$ cat config.mk
export PLATFORM = sky130hd
export DESIGN_NAME = irq_prio
export DESIGN_NICKNAME = d
export VERILOG_FILES = /design/src/core/irq_prio_pkg.sv /design/src/core/irq_prio.sv
export SDC_FILE = /design/constraint.sdc
export NUM_CORES = 1
export LEC_CHECK = 0
export BUFFER_PORTS_ARGS = -buffer_cell sky130_fd_sc_hd__clkbuf_2
export CAP_MARGIN = 25
export CORE_AREA = 5 5 458 234
export CTS_CLUSTER_DIAMETER = 80
export DETAILED_ROUTE_END_ITERATION = 6
export DIE_AREA = 0 0 463 239
export GPL_TIMING_DRIVEN = 0
export PLACE_DENSITY = 0.55
export SLEW_MARGIN = 30
export SYNTH_ARGS = -nofsm -noshare
export SYNTH_HDL_FRONTEND = slang
export SYNTH_SLANG_ARGS = --single-unit
$ cat constraint.sdc
create_clock -name clk_sys -period 6.5 [get_ports clk_sys]
set_input_delay 0.65 -clock clk_sys [delete_from_list [all_inputs] [get_ports clk_sys]]
set_output_delay 0.65 -clock clk_sys [all_outputs]
set_load 0.03 [all_outputs]
$ cat src/core/irq_prio_pkg.sv
// What this block does
// - priority bit one means high, zero low
// - second priority register layout, unused bits zero
// - third priority register holds bus-controller priorities
// - edge select picks rising or falling edge
// - valid edge sets external flag
// - cleared enable blocks external request
// - external interrupts enabled as sleep began wake from sleep
// - wake vectors only with global enable
// - external one to three follow priority bits
// - external zero always high priority
// - 8-bit timer rollover sets timer flag
// - 16-bit timer rollover sets timer flag
// - timer interrupt gated and prioritised
// - port-B upper pins change sets flag
// - port-change interrupt gated and prioritised
// - entry pushes return counter onto stack
// - entry copies working, status, bank to shadow
package irq_prio_pkg;
  // register indices on the plain port
  localparam logic [3:0] ADDR_CTRL_MAIN = 4'h0;
  localparam logic [3:0] ADDR_CTRL_SECOND = 4'h1;
  localparam logic [3:0] ADDR_CTRL_THIRD = 4'h2;
  localparam logic [3:0] ADDR_PRIO_ONE = 4'h3;
  localparam logic [3:0] ADDR_PRIO_TWO = 4'h4;
  localparam logic [3:0] ADDR_BUS_PRIO = 4'h5;
  localparam logic [3:0] ADDR_PERIPH_FLAG = 4'h6;
  localparam logic [3:0] ADDR_PERIPH_EN = 4'h7;
  localparam logic [3:0] ADDR_STATUS = 4'h8;
  // main control fields
  localparam int MAIN_GIE = 7;
  localparam int MAIN_T0IE = 5;
  localparam int MAIN_E0IE = 4;
  localparam int MAIN_PORT_CHANGE_ENABLE = 3;
  localparam int MAIN_T0IF = 2;
  localparam int MAIN_E0IF = 1;
  localparam int MAIN_PORT_CHANGE_FLAG = 0;
  // second control fields: edge selects 7:4, priorities
  localparam int SEC_EDGE_LO = 4;
  localparam int SEC_E2IP = 3;
  localparam int SEC_T0IP = 2;
  localparam int SEC_PORT_CHANGE_PRIO = 0;
  // third control fields
  localparam int THR_E1IP = 7;
  localparam int THR_E3IP = 6;
  localparam int THR_IE_LO = 3;
  localparam int THR_IF_LO = 0;
  // writable mask of second priority register
  localparam logic [7:0] PRIO_TWO_MASK = 8'h4f;
  // reset values
  localparam logic [7:0] RST_CTRL_MAIN = 8'h00;
  localparam logic [7:0] RST_CTRL_SECOND = 8'hf5;
  localparam logic [7:0] RST_CTRL_THIRD = 8'hc0;
  localparam logic [7:0] RST_PRIO = 8'hff;
  localparam logic [7:0] RST_ZERO = 8'h00;
  // counts and widths
  localparam int N_EXT = 4;
  localparam int N_PERIPH = 24;
  localparam logic [15:0] T0_WRAP16 = 16'hffff;
  localparam logic [7:0] T0_WRAP8 = 8'hff;

  typedef struct packed {
    logic [7:0] w;
    logic [7:0] status;
    logic [7:0] bank;
  } context_s;

  typedef struct packed {
    logic [3:0] addr;
    logic [7:0] wdata;
    logic wr;
    logic rd;
  } reg_req_s;
endpackage

$ cat src/core/irq_prio.sv
// The implementer's own choices: the strobed register port and the register addresses.
module irq_prio (
  // clock and reset
  input wire logic clk_sys,
  input wire logic resetn,
  // register port
  input wire irq_prio_pkg::reg_req_s req,
  output logic [7:0] rdata,
  // event sources
  input wire logic [3:0] ext_pins,
  input wire logic [3:0] port_b_pins,
  input wire logic [15:0] timer_zero_count_pair,
  input wire logic timer_zero_tick,
  input wire logic timer_zero_16bit,
  input wire logic [23:0] periph_flags_set,
  // core side
  input wire logic sleeping,
  input wire logic irq_ack,
  input wire logic [20:0] return_pc,
  input wire irq_prio_pkg::context_s core_context,
  output logic irq_high,
  output logic irq_low,
  output logic wake,
  output logic [20:0] stack_top,
  output logic [4:0] stack_depth,
  output irq_prio_pkg::context_s shadow_context
);
  localparam int DEPTH = 31;

  logic [7:0] ctrl_main_r, ctrl_main_nxt;
  logic [7:0] ctrl_second_r, ctrl_second_nxt;
  logic [7:0] ctrl_third_r, ctrl_third_nxt;
  logic [7:0] periph_irq_priority_one_r, periph_irq_priority_one_nxt;
  logic [7:0] periph_irq_priority_two_r, periph_irq_priority_two_nxt;
  logic [7:0] bus_ctrl_irq_priority_r, bus_ctrl_irq_priority_nxt;
  logic [23:0] periph_flag_r, periph_flag_nxt;
  logic [23:0] periph_en_r, periph_en_nxt;
  logic [3:0] ext_prev_r, ext_prev_nxt;
  logic [3:0] port_b_pins_prev_r, port_b_pins_prev_nxt;
  logic [3:0] armed_r, armed_nxt;
  logic sleep_prev_r;
  logic [7:0] rdata_nxt;
  logic [3:0] ext_edge;
  logic [3:0] ext_flag;
  logic [3:0] ext_en;
  logic [3:0] ext_prio;
  logic t0_wrap;
  logic port_b_pins_change;
  logic [23:0] periph_prio;
  logic [23:0] periph_req;
  logic any_high, any_low;
  logic wr_main, wr_second, wr_third;

  // stack storage
  logic [20:0] stack_mem [DEPTH];
  logic [4:0] depth_r, depth_nxt;
  irq_prio_pkg::context_s shadow_r, shadow_nxt;

  assign wr_main = req.wr && req.addr == irq_prio_pkg::ADDR_CTRL_MAIN;
  assign wr_second = req.wr && req.addr == irq_prio_pkg::ADDR_CTRL_SECOND;
  assign wr_third = req.wr && req.addr == irq_prio_pkg::ADDR_CTRL_THIRD;

  // external edge detection with per-pin polarity
  always_comb begin
    for (int i = 0; i < irq_prio_pkg::N_EXT; i++) begin
      if (ctrl_second_r[irq_prio_pkg::SEC_EDGE_LO + i]) begin
        ext_edge[i] = ext_pins[i] && !ext_prev_r[i];
      end else begin
        ext_edge[i] = !ext_pins[i] && ext_prev_r[i];
      end
    end
  end

  // timer rollover and port change detection
  always_comb begin
    if (timer_zero_16bit) begin
      t0_wrap = timer_zero_tick &&
        timer_zero_count_pair == irq_prio_pkg::T0_WRAP16;
    end else begin
      t0_wrap = timer_zero_tick &&
        timer_zero_count_pair[7:0] == irq_prio_pkg::T0_WRAP8;
    end
    port_b_pins_change = |(port_b_pins ^ port_b_pins_prev_r);
  end

  // gather external flags, enables and priorities
  always_comb begin
    ext_flag = {ctrl_third_r[irq_prio_pkg::THR_IF_LO + 2],
      ctrl_third_r[irq_prio_pkg::THR_IF_LO + 1],
      ctrl_third_r[irq_prio_pkg::THR_IF_LO],
      ctrl_main_r[irq_prio_pkg::MAIN_E0IF]};
    ext_en = {ctrl_third_r[irq_prio_pkg::THR_IE_LO + 2],
      ctrl_third_r[irq_prio_pkg::THR_IE_LO + 1],
      ctrl_third_r[irq_prio_pkg::THR_IE_LO],
      ctrl_main_r[irq_prio_pkg::MAIN_E0IE]};
    ext_prio = {ctrl_third_r[irq_prio_pkg::THR_E3IP],
      ctrl_second_r[irq_prio_pkg::SEC_E2IP],
      ctrl_third_r[irq_prio_pkg::THR_E1IP],
      1'b1};
    periph_prio = {bus_ctrl_irq_priority_r,
      periph_irq_priority_two_r & irq_prio_pkg::PRIO_TWO_MASK,
      periph_irq_priority_one_r};
  end

  // request merge by priority
  always_comb begin
    logic t0_req;
    logic rb_req;
    logic t0_hi;
    logic rb_hi;
    t0_req = ctrl_main_r[irq_prio_pkg::MAIN_T0IF] &&
      ctrl_main_r[irq_prio_pkg::MAIN_T0IE];
    rb_req = ctrl_main_r[irq_prio_pkg::MAIN_PORT_CHANGE_FLAG] &&
      ctrl_main_r[irq_prio_pkg::MAIN_PORT_CHANGE_ENABLE];
    t0_hi = ctrl_second_r[irq_prio_pkg::SEC_T0IP];
    rb_hi = ctrl_second_r[irq_prio_pkg::SEC_PORT_CHANGE_PRIO];
    periph_req = periph_flag_r & periph_en_r;
    any_high = |(ext_flag & ext_en & ext_prio) ||
      (t0_req && t0_hi) || (rb_req && rb_hi) ||
      |(periph_req & periph_prio);
    any_low = |(ext_flag & ext_en & ~ext_prio) ||
      (t0_req && !t0_hi) || (rb_req && !rb_hi) ||
      |(periph_req & ~periph_prio);
  end

  // core requests: only while vectoring is globally allowed
  assign irq_high = any_high && ctrl_main_r[irq_prio_pkg::MAIN_GIE];
  assign irq_low = any_low && ctrl_main_r[irq_prio_pkg::MAIN_GIE];

  // wake from sleep: external flags only for enables armed as sleep began; any enabled peripheral request also wakes
  assign wake = sleeping &&
    (|(ext_flag & armed_r) || |(periph_req));
  assign stack_top = depth_r == 5'h00 ? 21'h000000 :
    stack_mem[depth_r - 5'h01];
  assign stack_depth = depth_r;
  assign shadow_context = shadow_r;

  // control register next state; hardware set wins over software clear
  always_comb begin
    ctrl_main_nxt = ctrl_main_r;
    ctrl_second_nxt = ctrl_second_r;
    ctrl_third_nxt = ctrl_third_r;
    periph_irq_priority_one_nxt = periph_irq_priority_one_r;
    periph_irq_priority_two_nxt = periph_irq_priority_two_r;
    bus_ctrl_irq_priority_nxt = bus_ctrl_irq_priority_r;
    periph_flag_nxt = periph_flag_r;
    periph_en_nxt = periph_en_r;
    if (wr_main) ctrl_main_nxt = req.wdata;
    if (wr_second) ctrl_second_nxt = req.wdata;
    if (wr_third) ctrl_third_nxt = req.wdata;
    if (req.wr) begin
      case (req.addr)
        irq_prio_pkg::ADDR_PRIO_ONE: begin
          periph_irq_priority_one_nxt = req.wdata;
        end
        irq_prio_pkg::ADDR_PRIO_TWO: begin
          periph_irq_priority_two_nxt =
            req.wdata & irq_prio_pkg::PRIO_TWO_MASK;
        end
        irq_prio_pkg::ADDR_BUS_PRIO: begin
          bus_ctrl_irq_priority_nxt = req.wdata;
        end
        irq_prio_pkg::ADDR_PERIPH_FLAG: begin
          // upper sources have no port here; keep their flags
          periph_flag_nxt = {16'hffff, req.wdata} & periph_flag_r;
        end
        irq_prio_pkg::ADDR_PERIPH_EN: begin
          periph_en_nxt = {16'h0000, req.wdata};
        end
        default: begin
        end
      endcase
    end
    periph_flag_nxt = periph_flag_nxt | periph_flags_set;
    if (ext_edge[0]) ctrl_main_nxt[irq_prio_pkg::MAIN_E0IF] = 1'b1;
    for (int i = 1; i < irq_prio_pkg::N_EXT; i++) begin
      if (ext_edge[i]) begin
        ctrl_third_nxt[irq_prio_pkg::THR_IF_LO + i - 1] = 1'b1;
      end
    end
    if (t0_wrap) ctrl_main_nxt[irq_prio_pkg::MAIN_T0IF] = 1'b1;
    if (port_b_pins_change) begin
      ctrl_main_nxt[irq_prio_pkg::MAIN_PORT_CHANGE_FLAG] = 1'b1;
    end
  end

  // pin history and sleep arming
  always_comb begin
    ext_prev_nxt = ext_pins;
    port_b_pins_prev_nxt = port_b_pins;
    armed_nxt = armed_r;
    if (!sleeping) armed_nxt = ext_en;
    else if (!sleep_prev_r) armed_nxt = ext_en;
  end

  // readback
  always_comb begin
    rdata_nxt = 8'h00;
    if (req.rd) begin
      case (req.addr)
        irq_prio_pkg::ADDR_CTRL_MAIN: rdata_nxt = ctrl_main_r;
        irq_prio_pkg::ADDR_CTRL_SECOND: rdata_nxt = ctrl_second_r;
        irq_prio_pkg::ADDR_CTRL_THIRD: rdata_nxt = ctrl_third_r;
        irq_prio_pkg::ADDR_PRIO_ONE: rdata_nxt = periph_irq_priority_one_r;
        irq_prio_pkg::ADDR_PRIO_TWO: rdata_nxt = periph_irq_priority_two_r;
        irq_prio_pkg::ADDR_BUS_PRIO: rdata_nxt = bus_ctrl_irq_priority_r;
        irq_prio_pkg::ADDR_PERIPH_FLAG: rdata_nxt = periph_flag_r[7:0];
        irq_prio_pkg::ADDR_PERIPH_EN: rdata_nxt = periph_en_r[7:0];
        irq_prio_pkg::ADDR_STATUS: rdata_nxt = {3'h0, depth_r};
        default: rdata_nxt = 8'h00;
      endcase
    end
  end

  // context save on interrupt entry
  always_comb begin
    depth_nxt = depth_r;
    shadow_nxt = shadow_r;
    if (irq_ack) begin
      if (depth_r != 5'(DEPTH)) depth_nxt = depth_r + 5'h01;
      shadow_nxt = core_context;
    end
  end

  // register all state except the return stack array
  always_ff @(posedge clk_sys or negedge resetn) begin
    if (!resetn) begin
      ctrl_main_r <= irq_prio_pkg::RST_CTRL_MAIN;
      ctrl_second_r <= irq_prio_pkg::RST_CTRL_SECOND;
      ctrl_third_r <= irq_prio_pkg::RST_CTRL_THIRD;
      periph_irq_priority_one_r <= irq_prio_pkg::RST_PRIO;
      periph_irq_priority_two_r <= irq_prio_pkg::RST_PRIO &
        irq_prio_pkg::PRIO_TWO_MASK;
      bus_ctrl_irq_priority_r <= irq_prio_pkg::RST_PRIO;
      periph_flag_r <= 24'h000000;
      periph_en_r <= 24'h000000;
      ext_prev_r <= 4'h0;
      port_b_pins_prev_r <= 4'h0;
      armed_r <= 4'h0;
      sleep_prev_r <= 1'b0;
      rdata <= irq_prio_pkg::RST_ZERO;
      depth_r <= 5'h00;
      shadow_r <= '0;
    end else begin
      ctrl_main_r <= ctrl_main_nxt;
      ctrl_second_r <= ctrl_second_nxt;
      ctrl_third_r <= ctrl_third_nxt;
      periph_irq_priority_one_r <= periph_irq_priority_one_nxt;
      periph_irq_priority_two_r <= periph_irq_priority_two_nxt;
      bus_ctrl_irq_priority_r <= bus_ctrl_irq_priority_nxt;
      periph_flag_r <= periph_flag_nxt;
      periph_en_r <= periph_en_nxt;
      ext_prev_r <= ext_prev_nxt;
      port_b_pins_prev_r <= port_b_pins_prev_nxt;
      armed_r <= armed_nxt;
      sleep_prev_r <= sleeping;
      rdata <= rdata_nxt;
      depth_r <= depth_nxt;
      shadow_r <= shadow_nxt;
    end
  end

  // return stack array, no reset needed
  always_ff @(posedge clk_sys) begin
    if (irq_ack && depth_r != 5'(DEPTH)) begin
      stack_mem[depth_r] <= return_pc;
    end
  end
endmodule

Word-level counts from Yosys, hierarchy flattened

Memories as Yosys holds them, arrays and structs flattened.
Index checks and enable logic that the tools add are counted.

Add/sub/neg operators: 2
Equal/unequal tests: 12
Muxes and demuxes: 22
Bitwise gates (word level): 12
Reduce and logical (&&, ||, !) cells: 60

Operators with widths:

| cell                   | count |
|---|---|
| $and A24 B24 Y24       | 3 |
| $pmux W8 S9            | 1 |
| $reduce_or A24 Y1      | 3 |
| $mux W24               | 2 |
| $and A24 B8 Y24        | 1 |
| $not A24 Y24           | 1 |
| $or A24 B24 Y24        | 1 |
| $logic_and A1 B1 Y1    | 23 |
| $mux W21               | 1 |
| $and A4 B4 Y4          | 4 |
| $eq A16 B16 Y1 const B | 1 |
| $eq A4 B3 Y1 const B   | 4 |
| $reduce_or A4 Y1       | 4 |
| $mux W1                | 13 |
| $reduce_bool A2 Y1     | 6 |
| $logic_not A1 Y1       | 10 |
| $reduce_and A2 Y1      | 5 |
| $eq A4 B2 Y1 const B   | 2 |
| $eq A8 B8 Y1 const B   | 1 |
| $mux W4                | 2 |
| $mux W8                | 1 |
| $logic_or A1 B1 Y1     | 7 |
| $mux W3                | 2 |
| $add A5 B1 Y5 const B  | 1 |
| other kinds (9)        | 9 |

Bits in registers: 127
RAM bits: 651
Output and inout bits: 61
Memories kept: 1

Memories:

| memory    | words | width | read ports | clocked after Yosys merged registers in | wr ports | line           | text |
|---|---|---|---|---|---|---|---|
| stack_mem | 31    | 21    | 1          | 0                                       | 1        | irq_prio.sv:55 | `logic [20:0] stack_mem [DEPTH];` |

Logic depth before layout (Yosys ltp)

Depth in word-level cells: 7
Depth in mapped cells: 14
Gate-level depth less buffers: 7

Worst setup path before layout

OpenSTA, ideal clock, no wires.

Kind: register -> output
Start point: register depth_r[0] (netlist: stack_depth[0])
End point: output port stack_top[12]
Arrival: 3.374 ns
Path slack: 2.476 ns
Cell stages (with the launch flop): 12
Buffers on the path: 5
Cell sequence: dfrtp_1 -> buf_4 -> inv_2 -> clkbuf_1 -> buf_1 -> ha_1 -> buf_2 -> buf_2 -> mux4_2 -> nand2_1 -> a21oi_1 -> or4_1

Cells in the longest elaborated chain, start to end: 3
Elaborated cells on any way between the ends: 4
Classes of those cells: add/sub: 1; mux: 1; reduce/logical: 1; memory: 1

RTL lines:

| item                   | line            | text |
|---|---|---|
| from (decl)            | irq_prio.sv:56  | `logic [4:0] depth_r, depth_nxt;` |
| from (signal assigned) | irq_prio.sv:258 | `depth_r <= depth_nxt;` |
| $sub A5 B1 Y5          | irq_prio.sv:134 | `stack_mem[depth_r - 5'h01];` |
| $mem_v2 Z31 W21        | n/a             |  |
| $mux W21 *             | irq_prio.sv:133 | `assign stack_top = depth_r == 5'h00 ? 21'h000000 :` |
| to (decl)              | irq_prio.sv:24  | `output logic [20:0] stack_top,` |

Mark *: on every way between the ends. The rest lies on a longest branch, timed or not.

Final worst setup path

Start point: register depth_r[0] (netlist: stack_depth[0])
End point: output port stack_top[5]

The elaborated chain is that of the path after synthesis.

==> results.toml <==
[routing]
drt_pre_antenna_iters = 5
drc_errors = 0
vias = 17932
wire_per_inst_um = 27.8
drt_iter0_markers = 2603
drt_wl_total_mm = 96.1
vias_per_cell = 5.19
drtAntennaViolNets = 0
highest-signal-layer = "met5"
wl_met3_mm = 13.7
wl_met2_mm = 35.4
wl_met1_mm = 45.1

[job]
max-cap-violations = 0

[floorplan]
start_util_pct = 29.5
ioPinCount = 174
dieArea_sq_mm = 0.111
core-area_sq_mm = 0.103
die_y_um = 239
die_x_um = 463
rows = 84

[cells_and_area]
fill_cells = 9692
multi_input_area_sq_mm = 0.00795
drive_gt1_share_pct = 30.7
fin_util_pct = 35.5
fin_nets = 2133
area_growth_syn_to_layout_pct = 20.2
regArea_sq_mm = 0.0224

[worst_setup_path]
reg2reg_to = "stack_mem[12][12]$_DFFE_PP_"
r2r_setup_slack_ns = 2.62
worstSetupPathType = "reg -> out"
worstSetupEndpointType = "output port"
reg2reg_depth = 10
cp_max_fo = 11
worstPathRequired_ns = 5.85
r2r_start = "stack_depth[3]$_DFFE_PN0P_"
crit_arrival_ns = 5.58
cp-start-kind = "register"

[logic_synthesis]
syn_nets = 1865
synth_ff_type = "edfxtp_1"
synth_area_leaders = "edfxtp_1, dfrtp_1, mux4_2, mux2_2, mux2i_1"
async_flop_share_pct = 14.6
yosysWarningCount = 0
ys_seq_area_share_pct = 73.3
ys_types = 62
ys_ff_latch = 762
netlist_instances = 1747
synth.most_common_cell = "edfxtp_1"
synth_area_sq_mm = 0.0305
synth_commonest_cells = "edfxtp_1, nand2_1, mux2_2, dfrtp_1, mux4_2"
yosys.area.top_type = "edfxtp_1"
syn_area_per_cell_sq_um = 17.5
synth_top_area_share_pct = 64.0
synth_edf_count = 651

[timing]
timing.final.crit_period_ns = 6.23
slew_headroom_pct = 25.4
maxSlewViolCount = 0
fmax_mhz = 160
hold_ws_ns = 0.135
worst_slew_pin_slew_ns = 1.12
hold_violations = 0
setup_violations = 0
rsz0062_at_grt = "no"
clock_skew_ns = 0.0168
fin_crit_sh_pct = 95.9

[power_and_ir_drop]
p_leak_nw = 12.4
ir_worst_vdd_uv = 216
power.density_mw_per_mm2 = 494

[global_route]
grt_pass1_vias = 17499
grt_first_pass_wirelength_mm = 134
antenna_found_initial = 14
grt_max_degree = 67
grt_overflow = 0
grt.total_usage_pct = 17.1

[cts]
clk_latency_ns = 0.65
numCtsBuffers = 70
clockBufferDepth = 3
htree_levels = 3
clk_pin_slew_ns = 0.07
root_buffer = "clkbuf_16"
cts_tree = "built"
cts_num_sinks = 762

[status]
status = "completed"

[placed_design]
dpl.hpwl_mm = 68.0
port_buffers = 155
gp_congestion = 0.920

[min_path]
hold_depth = 1
worstHoldPathType = "in -> reg"
hold_end = "ext_prev_r[1]$_DFF_PN0_"
min_from = "ext_pins[1]"
## power by group
part,internal [mW],switching (mW),total (mW)
clock,2.44,1.91,4.35
combinational,2.61,5.26,7.87
sequential,5.73,0.188,5.92
total,10.8,7.36,18.1
## flip-flops by register name (all words and copies together) (netlist names), 5 cells and up
| name | count |
|---|---|
| periph_irq_priority_two_r | 5 |
| bus_ctrl_irq_priority_r | 8 |
| stack_depth | 5 |
| ctrl_second_r | 8 |
| shadow_context | 24 |
| periph_irq_priority_one_r | 8 |
| ctrl_main_r | 8 |
| ctrl_third_r | 8 |
| stack_mem | 651 |
| periph_flag_r | 8 |
| rdata | 8 |
| periph_en_r | 8 |
## worst max-delay path by stage
| stage | from | endpoint | slack (ns) | depth (start not counted) |
|---|---|---|---|---|
| global placement | stack_depth[0]$_DFFE_PN0P_ | stack_top[5] | -0.58 | 12 |
| floorplan | stack_depth[0]$_DFFE_PN0P_ | stack_top[12] | 2.48 | 11 |
| global route | stack_depth[0]$_DFFE_PN0P_ | stack_top[10] | 0.09 | 13 |
| CTS | stack_depth[0]$_DFFE_PN0P_ | stack_top[19] | 0.01 | 13 |
| finish | stack_depth[0]$_DFFE_PN0P_ | stack_top[5] | 0.27 | 13 |
| detailed placement | stack_depth[0]$_DFFE_PN0P_ | stack_top[20] | 0.41 | 12 |
## per-stage QoR
step           setup TNS, ns  instances  cell area (sq um)  worst slack (ns)  power (mW)
2_1_floorplan              0       1747              30500              2.48        10.4
3_3_place_gp           -3.78       3278              33000            -0.578        13.4
3_5_place_dp               0       3318              34200             0.413        13.8
4_1_cts                    0       3447              36700            0.0148        18.1
5_1_grt                    0       3450              36700            0.0864        18.9
6_report                   0       3452              36700             0.268        18.1
## repair_timing
item | 4_1_cts | 5_1_grt
setup buffers | 0 | 0
endpoints found under the setup margin | 14 | 14
hold buffers | 1 | 0
gates cloned | 0 | 0
resized for setup | 4 | 7
endpoints found under the hold margin | 34 | 0
## layer usage
| metal | up-vias | track usage, % |
|---|---|---|
| met5 | - | 0.842 |
| li1 | 7487 | - |
| met3 | 113 | 8.14 |
| met1 | 9428 | 26.3 |
| met2 | 898 | 20.8 |
| met4 | 6 | 3.98 |
## area by class of cell
type	instances	area share, %
Multi-Input combinational cell	881	21.7
Buffer	99	1.47
Clock inverter	47	1.44
Tap cell	1376	4.69
Inverter	5	0.0512
Antenna cell	5	0.0341
Timing Repair Buffer	196	4.62
Clock buffer	81	5.06
Sequential cell	762	61.0
## cells in the final DEF, fill, tap and decap left out, drive strengths merged, types with 9 or more instances in the layout
| master | n |
|---|---|
| mux4 | 90 |
| nand4 | 9 |
| o211ai | 24 |
| o22ai | 28 |
| nor2 | 69 |
| inv | 9 |
| clkinv | 33 |
| bufinv | 9 |
| mux2i | 79 |
| a2111oi | 20 |
| nand2b | 13 |
| buf | 97 |
| nand3 | 19 |
| dfstp | 29 |
| a21oi | 48 |
| a211oi | 23 |
| or4 | 20 |
| dfrtp | 82 |
| nand2 | 145 |
| edfxtp | 651 |
| clkbuf | 277 |
| nor3 | 23 |
| nor2b | 31 |
| a32o | 20 |
| mux2 | 121 |
| o21ai | 30 |
## critical path, stage by stage, from the launching register on
cell and delay, ns:
dfrtp_1 0.42, buf_4 0.28, inv_2 0.15, clkbuf_2 0.28, clkdlybuf4s15_2 0.48, ha_1 0.48, buf_2 0.24, clkbuf_1 0.74
mux2_2 0.47, o22ai_1 0.23, a2111oi_2 0.07, buf_2 0.25, or4_1 0.57, clkbuf_2 0.25
## cells by family after synthesis
family / Yosys count / share of synthesized area (%)
flip-flops: 762 / 73.3
AO/OA/AOI/OAI: 228 / 5.20
AND/OR/NAND/NOR: 348 / 5.35
buffers and inverters: 104 / 1.80
adder cells (fa/ha/maj): 5 / 0.205
XOR/XNOR: 10 / 0.398
multiplexers: 290 / 13.8
No activity file was read; power rests on OpenSTA's default activity.
